$ cat config.mk
export PLATFORM = sky130hd
export DESIGN_NAME = csr_result_regs
export DESIGN_NICKNAME = d
export VERILOG_FILES = /design/src/inc/csr_pkg.sv /design/src/hw/csr_result_regs.sv
export SDC_FILE = /design/constraint.sdc
export NUM_CORES = 1
export LEC_CHECK = 0
export ABC_AREA = 1
export BUFFER_PORTS_ARGS = -buffer_cell sky130_fd_sc_hd__buf_2
export CAP_MARGIN = 25
export CORE_UTILIZATION = 46
export DETAILED_ROUTE_END_ITERATION = 10
export PLACE_DENSITY = 0.77
export SYNTH_ARGS = -nofsm -noshare
export SYNTH_HDL_FRONTEND = slang
export SYNTH_SLANG_ARGS = --single-unit
$ cat constraint.sdc
create_clock -name clk -period 2.2 [get_ports clk]
set_input_delay 0 -clock clk [delete_from_list [all_inputs] [get_ports clk]]
set_output_delay 0 -clock clk [all_outputs]
set_load 0.03 [all_outputs]
$ cat src/inc/csr_pkg.sv
// Package for the capacitance sense result register block
`default_nettype none
package csr_pkg;
  localparam int CSR_CH = 2;
  localparam int CSR_RES_W = 12;
  localparam int CSR_AW = 8;
  // Printed offsets are not word multiples: they are indices, byte address = 4 * index
  localparam logic [5:0] CSR_IDX_LOW_LIMIT = 6'h06;
  localparam logic [5:0] CSR_IDX_BANDWIDTH = 6'h07;
  localparam logic [5:0] CSR_IDX_CH1_LOW = 6'h08;
  localparam logic [5:0] CSR_IDX_CH1_HIGH = 6'h09;
  localparam logic [5:0] CSR_IDX_CH2_LOW = 6'h0A;
  localparam logic [5:0] CSR_IDX_CH2_HIGH = 6'h0B;
  localparam logic [7:0] CSR_RST_LOW_LIMIT = 8'h1E;
  localparam logic [7:0] CSR_RST_BANDWIDTH = 8'h00;
  localparam logic [7:0] CSR_RST_RESULT = 8'h00;
  localparam int CSR_BW_W = 5;
  localparam int CSR_LL_W = 6;
  localparam int CSR_BW_STEP_KHZ = 20;
  localparam int CSR_LL_STEP_KHZ = 10;
  localparam int CSR_KHZ_W = 16;
  typedef struct packed {
    logic valid;
    logic overrange;
    logic [CSR_RES_W-1:0] value;
  } csr_conv_t;
  typedef struct packed {
    logic [CSR_KHZ_W-1:0] low_khz;
    logic [CSR_KHZ_W-1:0] spread_khz;
  } csr_exc_t;
endpackage
`default_nettype wire

$ cat src/hw/csr_result_regs.sv
// Result, low-limit and bandwidth registers behind an Avalon-MM slave
`default_nettype none
module csr_result_regs
  import csr_pkg::*;
(
  // Clock and reset
  input wire logic clk,
  input wire logic reset,
  // Avalon-MM slave
  input wire logic [CSR_AW-1:0] avs_address,
  input wire logic avs_read,
  input wire logic avs_write,
  input wire logic [31:0] avs_writedata,
  input wire logic [3:0] avs_byteenable,
  output logic [31:0] avs_readdata,
  output logic avs_waitrequest,
  // Converter results, one entry per channel
  input wire csr_conv_t conv [CSR_CH],
  // Excitation generator settings
  output csr_exc_t exc
);
  logic [CSR_RES_W-1:0] res_q [CSR_CH];
  logic [CSR_RES_W-1:0] res_d [CSR_CH];
  logic ovr_q [CSR_CH];
  logic ovr_d [CSR_CH];
  logic [CSR_LL_W-1:0] ll_q, ll_d;
  logic [CSR_BW_W-1:0] bw_q, bw_d;
  logic ack_q, ack_d;
  logic [31:0] rd_q, rd_d;
  logic [5:0] idx;
  logic req;

  assign idx = avs_address[7:2];
  assign req = avs_read | avs_write;
  // One wait state: answer on the cycle after the request first appears
  assign avs_waitrequest = req & ~ack_q;
  assign avs_readdata = rd_q;

  genvar g;
  generate
    for (g = 0; g < CSR_CH; g++)
    begin : g_ch
      always_comb
      begin
        // Both bytes load from one conversion; bus writes never touch them
        res_d[g] = conv[g].valid ? conv[g].value : res_q[g];
        ovr_d[g] = conv[g].valid ? conv[g].overrange : ovr_q[g];
      end
      always_ff @(posedge clk or posedge reset)
      begin
        if (reset)
        begin
          res_q[g] <= CSR_RES_W'(0);
          ovr_q[g] <= 1'b0;
        end
        else
        begin
          res_q[g] <= res_d[g];
          ovr_q[g] <= ovr_d[g];
        end
      end

    end
  endgenerate

  always_comb
  begin
    ll_d = ll_q;
    bw_d = bw_q;
    ack_d = req & ~ack_q;
    rd_d = rd_q;
    if (req & ~ack_q)
    begin
      if (avs_write && avs_byteenable[0])
      begin
        if (idx == CSR_IDX_LOW_LIMIT)
          ll_d = avs_writedata[CSR_LL_W-1:0];
        if (idx == CSR_IDX_BANDWIDTH)
          bw_d = avs_writedata[CSR_BW_W-1:0];
      end
      rd_d = 32'h0000_0000;
      // Unmapped indices and reserved bits read zero
      case (idx)
        CSR_IDX_LOW_LIMIT: rd_d[CSR_LL_W-1:0] = ll_q;
        CSR_IDX_BANDWIDTH: rd_d[CSR_BW_W-1:0] = bw_q;
        CSR_IDX_CH1_LOW: rd_d[7:0] = {res_q[0][3:0], 3'h0, ovr_q[0]};
        CSR_IDX_CH1_HIGH: rd_d[7:0] = res_q[0][11:4];
        CSR_IDX_CH2_LOW: rd_d[7:0] = {res_q[1][3:0], 3'h0, ovr_q[1]};
        CSR_IDX_CH2_HIGH: rd_d[7:0] = res_q[1][11:4];
        default: rd_d = 32'h0000_0000;
      endcase
    end
  end

  always_ff @(posedge clk or posedge reset)
  begin
    if (reset)
    begin
      ll_q <= CSR_RST_LOW_LIMIT[CSR_LL_W-1:0];
      bw_q <= CSR_RST_BANDWIDTH[CSR_BW_W-1:0];
      ack_q <= 1'b0;
      rd_q <= 32'h0000_0000;
    end
    else
    begin
      ll_q <= ll_d;
      bw_q <= bw_d;
      ack_q <= ack_d;
      rd_q <= rd_d;
    end
  end

  // Generator settings in kHz
  assign exc.spread_khz = CSR_KHZ_W'(bw_q * CSR_BW_STEP_KHZ);
  assign exc.low_khz = CSR_KHZ_W'(ll_q * CSR_LL_STEP_KHZ);
endmodule
`default_nettype wire

* After elaboration in Yosys (flattened, before gate mapping) *
Cells that the tools add are included.

operators by class
  multipliers = 2
  equal/unequal tests = 6
  muxes and demuxes = 3
  bitwise operators = 3
  reductions and logical operators = 3

operator list
  operator               number
  $pmux W5 S6            1
  $eq A6 B4 Y1 const B   4
  $eq A6 B3 Y1 const B   2
  $mul A6 B3 Y9 const B  1
  $mul A5 B3 Y8 const B  1
  $pmux W2 S4            1
  $reduce_and A3 Y1      2
  $pmux W1 S5            1
  $and A1 B1 Y1          1
  $logic_and A1 B1 Y1    1
  $not A1 Y1             1
  $or A1 B1 Y1           1

word-level totals
  register bits = 46
  input port bits = 76
  output and inout bits = 65
  logic and storage cells = 25

* Depth between registers and ports, before layout *
Gate-level depths: netlist of the first run.

  depth in word-level cells = 3
  gate-level depth with buffers = 8

* Worst setup path after synthesis of the first run *
Ideal clock, no wire load.

  kind = reg-to-output
  start point = register ll_q[1]
  end point = output exc[24] (netlist name)
  data arrival time = 1.968 ns
  setup slack = 0.232 ns
  stages on the path, launching flop included = 8
  buffers on the path = 0
  path through = dfstp_2 > ha_1 > ha_1 > fa_1 > a21oi_1 > nor2_1 > nor2_1 > xnor2_1

RTL lines
  item                      line                    source
  start: declaration        csr_result_regs.sv:26   logic [CSR_LL_W-1:0] ll_q, ll_d;
  start signal: assignment  csr_result_regs.sv:99   ll_q <= CSR_RST_LOW_LIMIT[CSR_LL_W-1:0];
  start signal: assignment  csr_result_regs.sv:106  ll_q <= ll_d;
  end: declaration          csr_result_regs.sv:20   output csr_exc_t exc

==> flow_metrics.py, run 1 <==
metrics = {
    "sta": {
        "setup_viol": 1,
        "slew_headroom_pct": 43.6,
        "post-route-period-util_pct": 103,
        "period_needed_ns": 2.26,
        "worst-slew-pin-transition_ns": 0.841,
        "final_max_slew_viol_count": 0,
        "grt_setup_unrepaired": "yes",
        "tns_ns": -0.0561,
        "hold_violations": 0,
        "fin_ws_ns": -0.0561,
        "fmax_mhz": 443,
        "skew_ns": 0.00785,
    },
    "global_route": {
        "grt_max_degree": 25,
        "overflow": 0,
        "grt_pass1_wl_um": 10300,
        "grt_usage_pct": 20.9,
        "grt_pass1_vias": 2203,
        "grt_antenna_before_repair": 0,
    },
    "power": {
        "ir_drop_uv": 532,
        "leakagePower_nw": 1.93,
        "p_per_area_mw_per_mm2": 577,
    },
    "run_status": {
        "violations": "setup timing",
        "status": "finished, violations left",
    },
    "clocking": {
        "cts_sinks": 46,
        "cts_tree": "built",
        "clk_pin_slew_worst_paths_ns": 0.09,
        "cts_max_level": 2,
        "cts_buffers": 5,
        "clkLatencyLatePin_ns": 0.30,
        "clock_path_buffers": 2,
        "cts-root-buf": "clkbuf_8",
    },
    "die": {
        "die_area_mm2": 0.00652,
        "die_x_um": 80.8,
        "coreArea_mm2": 0.00596,
        "start_util_pct": 47.9,
        "fp.dieH_um": 80.8,
        "rows": 28,
        "ios": 141,
    },
    "detailed_routing": {
        "route.detailed.drc": 0,
        "ant_nets": 0,
        "wl_per_cell_um": 12.9,
        "dr.pass1.iters": 4,
        "drtIter0Drc": 112,
        "routed_via_density": 4.79,
        "routed_wl_um": 6300,
        "vias": 2339,
    },
    "yosys": {
        "avgSynthCellArea_um2": 9.38,
        "synth-edff-count": 0,
        "syn_area_mm2": 0.00285,
        "synthFlopType": "dfrtp_1",
        "ys_ff_latch": 46,
        "synth-warning-count": 0,
        "synth-async-reset-ratio_pct": 100,
        "syn_inst": 304,
        "synth_cell_type_count": 27,
        "synth_seq_area_share_pct": 40.5,
    },
    "worst_setup_path": {
        "timing_worst_setup_path_type": "reg2out",
        "worstPathMaxFanout": 2,
        "cp.required_ns": 2.20,
        "cp-start-kind": "flop",
        "cp.arrival_ns": 2.26,
        "cp-end-kind": "output pin",
    },
    "finish": {
        "diodes": 0,
        "drive_above_1_share_pct": 35.4,
        "utilization_pct": 61.2,
        "final_cell_count_no_fill": 488,
        "nets": 504,
        "syn_to_final_growth_pct": 27.7,
    },
    "placement": {
        "dpl.hpwl_um": 4540,
        "dp.cells": 441,
        "place_ws_ns": 0.107,
        "place_congestion": 0.807,
        "port-buffer-count": 70,
    },
    "min_path": {
        "holdCritPathClass": "in2reg",
    },
    "job": {
        "cap_violations": 0,
    },
}
==> flip-flops by register name, summed over array words and instances, names as in the netlist <==
| name | flops |
|---|---|
| ll_q | 6 |
| avs_readdata | 8 |
| ovr_q | 2 |
| bw_q | 5 |
| res_q | 24 |
| ack_q | 1 |
==> where the power goes <==
part / switching (mW) / leakage, nW / internal [mW]
Sequential: 0.0529 / 0.560 / 0.920
Combinational: 0.314 / 1.31 / 0.187
Clock: 0.291 / 0.0579 / 0.335
==> per-layer routing <==
layer,global-route usage [%],part of all wire [%]
met5,0,0
met4,6.43,1.1
met3,4.72,6.9
met2,36.2,50
met1,26.0,42
==> critical path: stages (launching register included) <==
cell and delay [ns]:
dfstp_2 0.57, ha_4 0.21, ha_4 0.16, fa_2 0.37, a21oi_2 0.16, nor2_1 0.06
nor2_1 0.11, xnor2_1 0.13, buf_4 0.18
==> worst paths after layout <==
check                             endpoint  slack, ns       startpoint  cells after the start
max                                exc[24]      -0.06          ll_q[1]                      8
max reg2reg                        ll_q[5]       0.84            ack_q                      6
min in group asynchronous          bw_q[4]       0.31            reset                      3
min reg2reg                avs_readdata[3]       0.48  avs_readdata[3]                      2
min                                  ack_q       0.07         avs_read                      3
max in group asynchronous        res_q[18]       1.15            reset                      4
==> logic make-up after synthesis <==
| family | after synthesis | share of synthesized area (%) |
|---|---|---|
| and+or+nand+nor | 119 | 19.7 |
| buffers and inverters | 67 | 15.3 |
| DFF | 46 | 40.5 |
| muxes | 26 | 10.3 |
| AOI/OAI and AO/OA | 24 | 4.96 |
| adders and majority gates | 16 | 7.54 |
| xor gates and xnor gates | 5 | 1.54 |
| other | 1 | 0.131 |
==> through the flow <==
| stage | power [mW] | area, um2 | hold WS, ns |
|---|---|---|---|
| after floorplan | 1.36 | 3000 | 0.126 |
| after global placement | 1.41 | 3090 | 0.0744 |
| after detailed placement | 1.43 | 3090 | 0.102 |
| after CTS | 2.10 | 3590 | 0.0719 |
| after global routing | 2.21 | 3640 | 0.0846 |
| final | 2.10 | 3640 | 0.0717 |
==> layout make-up <==
| type | instances | area [um2] |
|---|---|---|
| Fill cell | 493 | 2310 |
| Multi-Input combinational cell | 229 | 1460 |
| Sequential cell | 46 | 1160 |
| Timing Repair Buffer | 111 | 746 |
| Tap cell | 75 | 93.8 |
| Inverter | 19 | 76.3 |
| Clock buffer | 5 | 68.8 |
| Clock inverter | 3 | 40.0 |
==> synthesized netlist by cell type, types with 4 or more instances <==
master   instances  area, um2
nand2_2          7       43.8
a21oi_1          7       35.0
nor2_1          18       67.6
mux2_2          26        293
nand3_1         31        155
dfstp_2          4        105
ha_1            14        175
nand2_1         54        203
inv_1           16       60.1
buf_4           43        323
o21ai_1         10       50.1
nor2_2           4       25.0
dfrtp_1         42       1050
o21ai_2          5       43.8
==> cells in the final DEF (no fill, tap or decap), types with 5 or more instances in the layout <==
master	count
buf_2	68
clkbuf_8	5
mux2_2	26
dfrtp_1	42
o21ai_1	10
buf_4	10
o21ai_2	5
nand3_1	31
nor2_1	18
nand2_2	7
dlygate4sd3_1	33
a21oi_1	5
ha_1	10
conb_1	39
nand2_1	54
inv_1	15
==> timing repair <==
action / CTS / global route
hold endpoints to repair: 55 / 0
gates resized for setup: 6 / 5
pin swaps: 4 / 7
endpoints found under the setup margin: 2 / 4
setup buffers: 3 / 3
hold buffers: 33 / 0
(Power assumes the default switching activity.)
==> run 2: changes to the inputs <==
- CORE_UTILIZATION: 46 -> 50
- PLACE_DENSITY: 0.77 -> 0.83
- REMOVE_ABC_BUFFERS: not set -> 1
- clock period: 2.2 -> 2.95 ns (I/O delays scaled with it)
==> run 2 against run 1 <==
Against the previous run: the run now ends clean; critical path depth stayed put; power down 30%; global-route usage grew 0.49 points; sequential power down 25%; combinational power down 28%; design area decreased by 3.6%; clock power down 38%; wire length shrank 2.0%; sequential share of layout area increased by 1.2 points.
==> flow_metrics.py, run 2 (synthesis results as in run 1) <==
metrics = {
    "placement": {
        "port-buffer-count": 70,
        "place_area_mm2": 0.00309,
        "place_congestion": 0.845,
        "dpl.hpwl_um": 4510,
        "dp.cells": 438,
    },
    "die": {
        "fp.dieH_um": 77.5,
        "die_area_mm2": 0.00601,
        "start_util_pct": 51.8,
        "ios": 141,
        "coreArea_mm2": 0.00551,
        "rows": 27,
        "die_x_um": 77.5,
    },
    "clocking": {
        "cts_sinks": 46,
        "holdBufCountCts": 33,
        "cts_resized": 0,
        "cts_buffers": 5,
        "clock_path_buffers": 2,
        "clk_pin_slew_worst_paths_ns": 0.08,
        "clkLatencyLatePin_ns": 0.29,
        "cts_max_level": 2,
        "cts_tree": "built",
        "cts_setup_buffers": 0,
        "cts-root-buf": "clkbuf_8",
    },
    "power": {
        "ir_drop_uv": 359,
        "leakagePower_nw": 1.90,
        "p_per_area_mw_per_mm2": 420,
    },
    "finish": {
        "largest_reg_flops": 24,
        "utilization_pct": 63.8,
        "nFillCells": 469,
        "multi_input_area_mm2": 0.00140,
        "regMostFlops": "res_q",
        "seq_area_mm2": 0.00116,
        "syn_to_final_growth_pct": 23.1,
        "diodes": 0,
        "mostFrequentLayoutCells": "buf_2, nand2_1, dfrtp_1",
        "final_common_cell": "buf_2",
        "final_area_mm2": 0.00351,
        "nets": 498,
        "final_cell_count_no_fill": 479,
        "drive_above_1_share_pct": 32.4,
    },
    "worst_setup_path": {
        "crit_chain": "ha_1 -> ha_1 -> fa_1 -> a21oi_1 -> nor2_1 -> nor2_1 -> xnor2_1 -> buf_2",
        "cp.arrival_ns": 2.39,
        "worstPathMaxFanout": 4,
        "timing_worst_setup_path_type": "reg2out",
        "cpMaxStageDelayCell": "dfstp_2",
        "cp.required_ns": 2.95,
        "cp-end-kind": "output pin",
        "cp_slowest_stage_delay_ns": 0.59,
        "cp-start-kind": "flop",
    },
    "detailed_routing": {
        "vias": 2342,
        "routed_wl_um": 6170,
        "wl_per_cell_um": 12.9,
        "routed_via_density": 4.89,
        "drtIter0Drc": 87,
        "ant_nets": 0,
        "dr.pass1.iters": 4,
        "route.detailed.drc": 0,
    },
    "global_route": {
        "overflow": 0,
        "grt_pass1_wl_um": 10100,
        "grt_antenna_before_repair": 0,
        "grt_max_degree": 30,
        "grt_usage_pct": 21.4,
        "grt_pass1_vias": 2301,
    },
    "sta": {
        "fmax_mhz": 418,
        "skew_ns": 0.00671,
        "grt_setup_unrepaired": "no",
        "slew_headroom_pct": 58.3,
        "final_max_slew_viol_count": 0,
        "setup_viol": 0,
        "worst-slew-pin-transition_ns": 0.621,
        "post-route-period-util_pct": 81.1,
        "tns_ns": 0,
        "period_needed_ns": 2.39,
        "hold_violations": 0,
    },
    "job": {
        "cap_violations": 0,
    },
    "run_status": {
        "status": "completed",
    },
    "min_path": {
        "holdCritPathClass": "in2reg",
    },
}
run 2: cell count changes in the layout (fill, tap and decap cells not counted), sizes merged:
cell / change
clkinv: -1
clkbuf: +2
bufinv: -1
buf: -6
run 2: layout make-up:
cell class | count | share of cell area, %
multi-input combinational | 229 | 39.9
sequential | 46 | 32.9
timing repair buffer | 105 | 19.8
tap | 72 | 2.57
clock buffer | 7 | 2.46
inverter | 19 | 2.17
clock inverter | 1 | 0.143
run 2: final timing paths:
| path | startpoint | endpoint | slack [ns] | cells past startpoint |
|---|---|---|---|---|
| min | avs_read | ack_q | 0.08 | 3 |
| min in group asynchronous | reset | res_q[1] | 0.25 | 3 |
| max reg2reg | ack_q | ll_q[0] | 1.58 | 6 |
| max | ll_q[3] | exc[24] | 0.56 | 8 |
| max in group asynchronous | reset | avs_readdata[6] | 1.96 | 4 |
| min reg2reg | avs_readdata[3] | avs_readdata[3] | 0.48 | 2 |
run 2: metrics by stage:
step           setup slack (ns)  hold slack, ns  total power, mW
4_1_cts                   0.539          0.0827             1.48
3_3_place_gp              0.883         0.00959             1.05
3_5_place_dp              0.875          0.0248             1.06
5_1_grt                   0.397          0.0864             1.54
6_report                  0.559          0.0797             1.48
2_1_floorplan             0.831           0.127            0.967
run 2: report_power, final:
| part | total, mW | internal (mW) | switching [mW] |
|---|---|---|---|
| Sequential | 0.725 | 0.686 | 0.0387 |
| Clock | 0.389 | 0.189 | 0.200 |
| Combinational | 0.361 | 0.130 | 0.231 |
run 2: per-layer routing:
layer	vias up	part of all wire, %	track usage, %
met5	-	0	0
met4	0	1.1	4.72
met3	6	6.1	5.41
met2	108	53	40.5
met1	1115	39	23.8
li1	1113	-	-
run 2: critical path, delay by kind of cell, from the launching register on:
kind                     cells  cell delay [ns]
adder cells (fa/ha/maj)      3             0.87
flip-flops                   1             0.59
buffers and inverters        1             0.21
AND/OR/NAND/NOR              2             0.16
AO/OA/AOI/OAI                1             0.15
XOR/XNOR                     1             0.12
